$ cat config.mk
export PLATFORM = sky130hd
export DESIGN_NAME = bcdf_top
export DESIGN_NICKNAME = d
export VERILOG_FILES = /design/src/rtl/bcdf_pkg.sv /design/src/rtl/bcdf_reg_if.sv /design/src/rtl/bcdf_top.sv /design/src/rtl/bcdf_apb_slave.sv /design/src/rtl/bcdf_flag_bank.sv
export SDC_FILE = /design/constraint.sdc
export NUM_CORES = 1
export LEC_CHECK = 0
export BUFFER_PORTS_ARGS = -buffer_cell sky130_fd_sc_hd__buf_2
export CELL_PAD_IN_SITES_DETAIL_PLACEMENT = 1
export CELL_PAD_IN_SITES_GLOBAL_PLACEMENT = 2
export CORE_MARGIN = 2
export CORE_UTILIZATION = 27
export CTS_BUF_LIST = sky130_fd_sc_hd__clkbuf_8 sky130_fd_sc_hd__clkbuf_16
export DETAILED_ROUTE_END_ITERATION = 16
export PLACE_DENSITY_LB_ADDON = 0.15
export SYNTH_ARGS = -nofsm -noshare
export SYNTH_HDL_FRONTEND = slang
export SYNTH_SLANG_ARGS = --single-unit
$ cat constraint.sdc
create_clock -name clk_i -period 1.6 [get_ports clk_i]
set_input_delay 0.08 -clock clk_i [delete_from_list [all_inputs] [get_ports clk_i]]
set_output_delay 0.08 -clock clk_i [all_outputs]
set_load 0.05 [all_outputs]
$ cat src/rtl/bcdf_pkg.sv
// Constants shared by the balancing current diagnosis flag block.
// Assumes a 32-bit APB register bus and twelve balanced cells.
package bcdf_pkg;

	// ----------------------------------------------------------------
	// Sizes
	// ----------------------------------------------------------------
	localparam int CELLS = 12;
	localparam int REG_W = 16;
	localparam int DATA_W = 32;
	localparam int ADDR_W = 12;
	localparam int IDX_W = 8;

	// ----------------------------------------------------------------
	// Register indices (byte address is four times the index)
	// ----------------------------------------------------------------
	localparam logic [IDX_W-1:0] IDX_OC = 8'h33;
	localparam logic [IDX_W-1:0] IDX_UC = 8'h34;
	localparam logic [IDX_W-1:0] IDX_GEN = 8'h38;
	localparam logic [IDX_W-1:0] IDX_BAL = 8'h39;
	localparam logic [IDX_W-1:0] IDX_IRQ_STS = 8'h3a;
	localparam logic [IDX_W-1:0] IDX_IRQ_MSK = 8'h3b;

	// ----------------------------------------------------------------
	// Field positions and reset values
	// ----------------------------------------------------------------
	localparam int GEN_OC_BIT = 0;
	localparam int GEN_UC_BIT = 1;
	localparam int IRQ_OC_BIT = 0;
	localparam int IRQ_UC_BIT = 1;
	localparam int IRQ_W = 2;
	localparam logic [REG_W-1:0] RST_FLAGS = 16'h0000;
	localparam logic [CELLS-1:0] RST_BAL = 12'h000;
	localparam logic [IRQ_W-1:0] RST_IRQ = 2'h0;
	localparam logic [DATA_W-1:0] RST_RDATA = 32'h0000_0000;

	// Byte address of a register index
	function automatic logic [ADDR_W-1:0] addr_of(
		input logic [IDX_W-1:0] idx
	);
		addr_of = {2'h0, idx, 2'h0};
	endfunction

endpackage

$ cat src/rtl/bcdf_reg_if.sv
// Register access carrier between the APB slave and the register file.
// Assumes one clock; strobes are combinational within the cycle.
`timescale 1ns/1ns
interface bcdf_reg_if;
	import bcdf_pkg::*;

	// Request side
	logic wr;
	logic [IDX_W-1:0] idx;
	logic [DATA_W-1:0] wdata;
	// Answer side
	logic [DATA_W-1:0] rdata;
	logic hit;

	modport slave (output wr, idx, wdata, input rdata, hit);
	modport regs (input wr, idx, wdata, output rdata, hit);
endinterface

$ cat src/rtl/bcdf_top.sv
// Balancing current diagnosis flags: per-cell overcurrent and
// undercurrent flags, balancing gate, general diagnosis clear,
// interrupt. Assumes APB master and detectors on clk_i (10 MHz).
//
// Chosen here: register access over APB.
`timescale 1ns/1ns
module bcdf_top (
	// Clock and reset
	input wire logic clk_i,
	input wire logic srst_i,
	// APB
	input wire logic psel_i,
	input wire logic penable_i,
	input wire logic pwrite_i,
	input wire logic [bcdf_pkg::ADDR_W-1:0] paddr_i,
	input wire logic [bcdf_pkg::DATA_W-1:0] pwdata_i,
	output logic pready_o,
	output logic [bcdf_pkg::DATA_W-1:0] prdata_o,
	output logic pslverr_o,
	// Fault detectors, one bit per cell
	input wire logic [bcdf_pkg::CELLS-1:0] oc_detect_i,
	input wire logic [bcdf_pkg::CELLS-1:0] uc_detect_i,
	// Balancing switch enables and interrupt
	output logic [bcdf_pkg::CELLS-1:0] bal_en_o,
	output logic irq_o
);
	import bcdf_pkg::*;

	// ----------------------------------------------------------------
	// Declarations
	// ----------------------------------------------------------------
	bcdf_reg_if rf ();

	logic [CELLS-1:0] oc_flags;
	logic [CELLS-1:0] uc_flags;
	logic [CELLS-1:0] oc_clr;
	logic [CELLS-1:0] uc_clr;
	logic oc_rise;
	logic uc_rise;
	logic wr_oc, wr_uc, wr_gen, wr_bal, wr_sts, wr_msk;

	logic [CELLS-1:0] bal_en_q, bal_en_d;
	logic [CELLS-1:0] bal_out_q, bal_out_d;
	logic [IRQ_W-1:0] irq_sts_q, irq_sts_d;
	logic [IRQ_W-1:0] irq_msk_q, irq_msk_d;
	logic irq_q, irq_d;

	// ----------------------------------------------------------------
	// Bus slave
	// ----------------------------------------------------------------
	bcdf_apb_slave u_apb (
		.clk_i (clk_i),
		.srst_i (srst_i),
		.psel_i (psel_i),
		.penable_i (penable_i),
		.pwrite_i (pwrite_i),
		.paddr_i (paddr_i),
		.pwdata_i (pwdata_i),
		.pready_o (pready_o),
		.prdata_o (prdata_o),
		.pslverr_o (pslverr_o),
		.rf (rf.slave)
	);

	// ----------------------------------------------------------------
	// Write decode
	// ----------------------------------------------------------------
	// One strobe per register
	assign wr_oc = rf.wr & (rf.idx == IDX_OC);
	assign wr_uc = rf.wr & (rf.idx == IDX_UC);
	assign wr_gen = rf.wr & (rf.idx == IDX_GEN);
	assign wr_bal = rf.wr & (rf.idx == IDX_BAL);
	assign wr_sts = rf.wr & (rf.idx == IDX_IRQ_STS);
	assign wr_msk = rf.wr & (rf.idx == IDX_IRQ_MSK);

	// Clear masks from direct write or general diagnosis zero
	always_comb begin
		oc_clr = '0;
		uc_clr = '0;
		if (wr_oc) begin
			oc_clr = ~rf.wdata[CELLS-1:0];
		end
		if (wr_uc) begin
			uc_clr = ~rf.wdata[CELLS-1:0];
		end
		if (wr_gen & ~rf.wdata[GEN_OC_BIT]) begin
			oc_clr = '1;
		end
		if (wr_gen & ~rf.wdata[GEN_UC_BIT]) begin
			uc_clr = '1;
		end
	end

	// ----------------------------------------------------------------
	// Flag banks
	// ----------------------------------------------------------------
	// Overcurrent flags, bit n for cell n
	bcdf_flag_bank #(
		.N (CELLS)
	) u_oc (
		.clk_i (clk_i),
		.srst_i (srst_i),
		.det_i (oc_detect_i),
		.clr_i (oc_clr),
		.flags_o (oc_flags),
		.rise_o (oc_rise)
	);

	// Undercurrent flags, bit n for cell n
	bcdf_flag_bank #(
		.N (CELLS)
	) u_uc (
		.clk_i (clk_i),
		.srst_i (srst_i),
		.det_i (uc_detect_i),
		.clr_i (uc_clr),
		.flags_o (uc_flags),
		.rise_o (uc_rise)
	);

	// ----------------------------------------------------------------
	// Read mux
	// ----------------------------------------------------------------
	// Reserved and unused bits read zero
	always_comb begin
		rf.rdata = RST_RDATA;
		rf.hit = 1'b1;
		case (rf.idx)
			IDX_OC: begin
				rf.rdata[CELLS-1:0] = oc_flags;
			end
			IDX_UC: begin
				rf.rdata[CELLS-1:0] = uc_flags;
			end
			IDX_GEN: begin
				rf.rdata[GEN_OC_BIT] = |oc_flags;
				rf.rdata[GEN_UC_BIT] = |uc_flags;
			end
			IDX_BAL: begin
				rf.rdata[CELLS-1:0] = bal_en_q;
			end
			IDX_IRQ_STS: begin
				rf.rdata[IRQ_W-1:0] = irq_sts_q;
			end
			IDX_IRQ_MSK: begin
				rf.rdata[IRQ_W-1:0] = irq_msk_q;
			end
			default: begin
				rf.hit = 1'b0;
			end
		endcase
	end

	// ----------------------------------------------------------------
	// Control, balancing gate and interrupt
	// ----------------------------------------------------------------
	// Next values of software state and outputs
	always_comb begin
		bal_en_d = bal_en_q;
		irq_msk_d = irq_msk_q;
		irq_sts_d = irq_sts_q;
		if (wr_bal) begin
			bal_en_d = rf.wdata[CELLS-1:0];
		end
		if (wr_msk) begin
			irq_msk_d = rf.wdata[IRQ_W-1:0];
		end
		if (wr_sts) begin
			irq_sts_d = irq_sts_q & ~rf.wdata[IRQ_W-1:0];
		end
		// New fault event wins over a clear
		irq_sts_d[IRQ_OC_BIT] = irq_sts_d[IRQ_OC_BIT] | oc_rise;
		irq_sts_d[IRQ_UC_BIT] = irq_sts_d[IRQ_UC_BIT] | uc_rise;
		irq_d = |(irq_sts_d & irq_msk_d);
		// Faulted cell switched off, others untouched
		bal_out_d = bal_en_d
			& ~(oc_flags | uc_flags | oc_detect_i | uc_detect_i);
	end

	always_ff @(posedge clk_i) begin
		if (srst_i) begin
			bal_en_q <= RST_BAL;
			bal_out_q <= RST_BAL;
			irq_sts_q <= RST_IRQ;
			irq_msk_q <= RST_IRQ;
			irq_q <= 1'b0;
		end else begin
			bal_en_q <= bal_en_d;
			bal_out_q <= bal_out_d;
			irq_sts_q <= irq_sts_d;
			irq_msk_q <= irq_msk_d;
			irq_q <= irq_d;
		end
	end

	assign bal_en_o = bal_out_q;
	assign irq_o = irq_q;
endmodule

$ cat src/rtl/bcdf_apb_slave.sv
// APB slave: decodes word addresses, answers with one wait-free access.
// Assumes APB signals synchronous to clk_i; srst_i synchronous high.
`timescale 1ns/1ns
module bcdf_apb_slave (
	// Clock and reset
	input wire logic clk_i,
	input wire logic srst_i,
	// APB
	input wire logic psel_i,
	input wire logic penable_i,
	input wire logic pwrite_i,
	input wire logic [bcdf_pkg::ADDR_W-1:0] paddr_i,
	input wire logic [bcdf_pkg::DATA_W-1:0] pwdata_i,
	output logic pready_o,
	output logic [bcdf_pkg::DATA_W-1:0] prdata_o,
	output logic pslverr_o,
	// Register file
	bcdf_reg_if.slave rf
);
	import bcdf_pkg::*;

	logic setup;
	logic aligned;
	logic pready_q, pready_d;
	logic pslverr_q, pslverr_d;
	logic [DATA_W-1:0] prdata_q, prdata_d;

	// Decode and write strobe in the access phase
	assign setup = psel_i & ~penable_i;
	assign aligned = (paddr_i[1:0] == 2'h0)
		& (paddr_i[ADDR_W-1:ADDR_W-2] == 2'h0);
	assign rf.idx = paddr_i[IDX_W+1:2];
	assign rf.wdata = pwdata_i;
	assign rf.wr = psel_i & penable_i & pwrite_i & pready_q & aligned & rf.hit;

	// Answer prepared in setup, shown in access
	always_comb begin
		pready_d = setup;
		pslverr_d = setup & ~(aligned & rf.hit);
		prdata_d = RST_RDATA;
		if (setup & ~pwrite_i & aligned & rf.hit) begin
			prdata_d = rf.rdata;
		end
	end

	always_ff @(posedge clk_i) begin
		if (srst_i) begin
			pready_q <= 1'b0;
			pslverr_q <= 1'b0;
			prdata_q <= RST_RDATA;
		end else begin
			pready_q <= pready_d;
			pslverr_q <= pslverr_d;
			prdata_q <= prdata_d;
		end
	end

	assign pready_o = pready_q;
	assign pslverr_o = pslverr_q;
	assign prdata_o = prdata_q;
endmodule

$ cat src/rtl/bcdf_flag_bank.sv
// Sticky per-cell fault flags with set-over-clear priority.
// Assumes detect inputs synchronous to clk_i.
`timescale 1ns/1ns
module bcdf_flag_bank #(
	parameter int N = 12
) (
	// Clock and reset
	input wire logic clk_i,
	input wire logic srst_i,
	// Events and clears
	input wire logic [N-1:0] det_i,
	input wire logic [N-1:0] clr_i,
	// State
	output logic [N-1:0] flags_o,
	output logic rise_o
);
	logic [N-1:0] flags_q, flags_d;
	logic rise_q, rise_d;

	// Set wins over clear; flag holds until cleared
	always_comb begin
		flags_d = (flags_q & ~clr_i) | det_i;
		rise_d = |(det_i & ~flags_q);
	end

	always_ff @(posedge clk_i) begin
		if (srst_i) begin
			flags_q <= '0;
			rise_q <= 1'b0;
		end else begin
			flags_q <= flags_d;
			rise_q <= rise_d;
		end
	end

	assign flags_o = flags_q;
	assign rise_o = rise_q;
endmodule

### Word level (Yosys, flattened, before mapping)

Index checks and enable logic that the tools add are counted.

* flip-flop bits (word level): 89
* output and inout bits: 47

* eq/ne operators: 6
* mux-type cells: 10
* bitwise logic cells: 47
* reduce and logical (&&, ||, !) cells: 9

Operator list (number)
* $not A12 Y12: 6
* $and A12 B12 Y12: 5
* $mux W12: 5
* $or A12 B12 Y12: 5
* $eq A8 B6 Y1 const B: 6
* $reduce_or A12 Y1: 4
* $pmux W10 S3: 1
* $and A1 B1 Y1: 20
* $pmux W2 S6: 1
* $not A1 Y1: 6
* $reduce_or A6 Y1: 1
* $and A2 B2 Y2: 2
* $logic_not A2 Y1: 2
* $mux W2: 2
* $reduce_or A2 Y1: 2
* $not A2 Y2: 1
* $or A1 B1 Y1: 2
* $mux W1: 1

### Depth between registers and ports, before layout

* depth after elaboration: 11
* gate-level depth with buffers: 7

### Modules after synthesis

A second synthesis with hierarchy kept.

* cells, all modules: 494
* area total of the unflattened synthesis: 4530.6 um2

Modules (own cells, without submodules)
* bcdf_top: times used 1, cells each 203, area each 1734.2 um2, seq. area each 580.6 um2
* bcdf_apb_slave: times used 1, cells each 159, area each 1715.4 um2, seq. area each 680.7 um2
* bcdf_flag_bank: times used 2, cells each 66, area each 540.5 um2, seq. area each 260.2 um2

### Least setup slack after synthesis

No wires, ideal clock.

* kind: register to register
* start: register u_apb.pready_q, in the netlist u_apb.pready_o
* end: register bal_out_q[0], in the netlist bal_en_o[0]
* library setup time: 132 ps
* arrival time: 1664 ps
* slack: -196 ps
* stages on the path, launching flop included: 7
* buffers on the path: 1
* period minus slack after synthesis: 1796 ps
* cells stage by stage: dfxtp_1 and4_1 and4_4 nand3b_4 buf_6 mux2i_1 nor3_1

* word-level cells in the longest chain between the ends: 6

Ends and longest elaborated chain
* from (decl): line bcdf_apb_slave.sv:24 `logic pready_q, pready_d;`
* from (signal assigned): line bcdf_apb_slave.sv:52 `pready_q <= pready_d;`
* $and A1 B1 Y1 (3 in a row): line bcdf_apb_slave.sv:34 `assign rf.wr = psel_i & penable_i & pwrite_i & pready_q & aligned & rf.hit;`
* $and A1 B1 Y1: line bcdf_top.sv:72 `assign wr_bal = rf.wr & (rf.idx == IDX_BAL);`
* $mux W12: line bcdf_top.sv:162 `if (wr_bal) begin`
* $and A12 B12 Y12: line bcdf_top.sv:177 `& ~(oc_flags | uc_flags | oc_detect_i | uc_detect_i);`
* to (signal assigned): line bcdf_top.sv:189 `bal_out_q <= bal_out_d;`
* to (decl): line bcdf_top.sv:43 `logic [CELLS-1:0] bal_out_q, bal_out_d;`

Every way passes these cells.
A chain may end at the register's enable or synchronous reset.

### Worst setup path in the final report

* start: register u_apb.pready_q, in the netlist u_apb.pready_o
* end: register bal_out_q[8], in the netlist bal_en_o[8]

The elaborated chain is that of the path after synthesis.

==> impl_metrics.toml <==
[cts]
htreeDepth = 3
numClockSinks = 69
cts_tree = "built"
clock_path_buffers = 2
cts_made_buffers = 9
clock_latency_ns = 0.34
clk_pin_slew_ns = 0.06
cts-root-buf = "clkbuf_16"

[setup_path]
crit_path_end_kind = "register"
cp-start-kind = "register"
arrival_ns = 1.73
critical_path_class = "register to register"
path_max_fanout = 4
worst-endpoint-required_ns = 1.81

[logic_synthesis]
ys_ff_latch = 69
syn_area_mm2 = 0.00317
synth_top_family_by_area = "simple AND/OR/NAND/NOR gates"
synth_compound_area_frac = 0.194
ys_seq_area_frac = 0.436
yosys-mux-area-fraction = 0.0513
async_reset_ff_frac = 0
synth-main-ff-cell = "dfxtp_1"
avgSynthCellArea_um2 = 8.66
synth_simple_gate_area_frac = 0.204
synth-edff-count = 0
synth.distinct_cells = 42
ys_warn_count = 0
synthAdderAreaFrac = 0
synth_cells = 366
synth_xor_area_frac = 0.00276

[finish]
finish.instance_area_mm2 = 0.00416
syn2layout_area_growth_pct = 31.4
final_nets = 542
drive_gt1_frac = 0.297
fillers = 1374
final_cell_mix = "79 x buf_2, 68 x dfxtp_1, 45 x nor2_1"
antenna_cells = 0
final_common_cell = "buf_2"

[floorplan]
rows = 39
coreArea_mm2 = 0.0114
dieArea_mm2 = 0.0126
start_util = 0.277
die_h_um = 112
ios = 120
die_w_um = 112

[sta]
finalHoldViolCount = 0
fmax_mhz = 659
period_needed_ns = 1.52
slew_violations = 0
fin_ws_ns = 0.0818
skew_ns = 0.00747
grt_setup_unrepaired = "no"
setup_violations = 0
finalSetupTns_ns = 0
whs_ns = 0.00972
finalCritPeriodShare = 0.949

[placed_design]
place_area_mm2 = 0.00385
place_ws_ns = -0.0763
hpwl_um = 7860
gp_congestion = 0.812
portBuffers = 79

[routing]
wire_per_inst_um = 17.4
drc = 0
wl_um = 10700
vias_per_cell = 4.93
vias = 3029
firstDrtPassIters = 4
drtIter0Drc = 219
drt.antenna.violating_nets = 0

[grt]
antenna_found_initial = 0
grt_overflow = 0
grt_pass1_vias = 3113
grt_max_degree = 31
grt_first_pass_wirelength_um = 16800
grt_use_total = 0.174

[job]
maxCapViolations = 0

[power]
ir_drop_uv = 362
leakage_nw = 1.89
power_density_mw_per_mm2 = 988

[status]
outcome = "finished, final reports clean"

[worst_hold_path]
hp-class = "primary input to register"
==> worst max-delay path, stage by stage, from the launching register on <==
cell      delay, ns
dfxtp_4        0.33
and4_4         0.21
and4_4         0.26
nand3b_4       0.13
buf_12         0.16
mux2i_1        0.22
nor3_2         0.08
==> logic make-up (layout without fill, tap and decap cells) <==
group / Yosys count / in the layout
AO/OA/AOI/OAI: 100 / 100
XOR/XNOR: 1 / 1
buffers and inverters: 69 / 156
flip-flops: 69 / 69
multiplexers: 16 / 16
other: 1 / 20
AND/OR/NAND/NOR: 110 / 110
==> layer usage <==
layer | global-route usage | part of all wire
met1 | 0.249 | 0.48
met2 | 0.265 | 0.46
met3 | 0.0308 | 0.044
met4 | 0.0561 | 0.014
met5 | 0 | 0
==> sequential cells by signal (all words and copies together) (netlist names) <==
register / flops
u_apb.prdata_o: 12
bal_en_q: 12
irq_o: 1
irq_msk_q: 2
bal_en_o: 12
u_oc.flags_o: 12
u_uc.rise_o: 1
u_apb.pready_o: 1
u_uc.flags_o: 12
irq_sts_q: 2
u_oc.rise_o: 1
u_apb.pslverr_o: 1
==> cell type report <==
type | count | area [um2] | area share
well taps | 143 | 179 | 0.0430
multi-input cells | 247 | 1560 | 0.374
flip-flops and latches | 69 | 1390 | 0.333
repair buffers | 110 | 672 | 0.161
clock buffers | 9 | 225 | 0.0541
clock inverters | 5 | 22.5 | 0.00541
inverters | 32 | 120 | 0.0289
==> synthesized netlist by cell type, types with 6 or more instances <==
cell type | instances | area (um2)
inv_1 | 32 | 120
o21ai_0 | 22 | 110
mux2i_1 | 14 | 140
buf_2 | 6 | 30.0
nand2_1 | 8 | 30.0
o22ai_1 | 33 | 206
a22oi_1 | 12 | 90.1
clkbuf_1 | 10 | 37.5
a21oi_1 | 17 | 85.1
nor2_1 | 45 | 169
dfxtp_1 | 69 | 1380
nor3_1 | 13 | 65.1
nand4_1 | 8 | 50.1
or4_1 | 9 | 67.6
buf_4 | 20 | 150
nand2b_1 | 6 | 37.5
==> final timing paths <==
kind	start	slack, ns	end	cells after the start
worst max-delay path	u_apb.pready_o	0.08	bal_en_o[8]	6
worst max register to register	u_apb.pready_o	0.08	bal_en_o[8]	6
worst min-delay path	oc_detect_i[11]	0.01	bal_en_o[11]	3
worst min register to register	bal_en_q[2]	0.49	u_apb.prdata_o[2]	2
==> where the power goes <==
part           total (mW)  switching [mW]  internal [mW]  leakage [nW]
combinational       0.522           0.336          0.186          1.19
clock                1.73           0.718           1.01         0.135
sequential           1.86          0.0779           1.78         0.567
total                4.11            1.13           2.98          1.89
==> what timing repair did <==
action	in CTS	in global routing
hold buffers	1	0
endpoints found under the setup margin	0	16
hold endpoints to repair	1	0
setup buffers	0	0
gates resized for setup	0	10
==> stage by stage <==
step,power (mW),cells,utilization
2_1_floorplan,2.22,385,-
3_3_place_gp,2.39,600,0.337
3_5_place_dp,2.40,600,0.337
4_1_cts,4.14,615,0.360
5_1_grt,4.31,615,0.364
6_report,4.11,615,0.364
No activity file was read; power rests on OpenSTA's default activity.
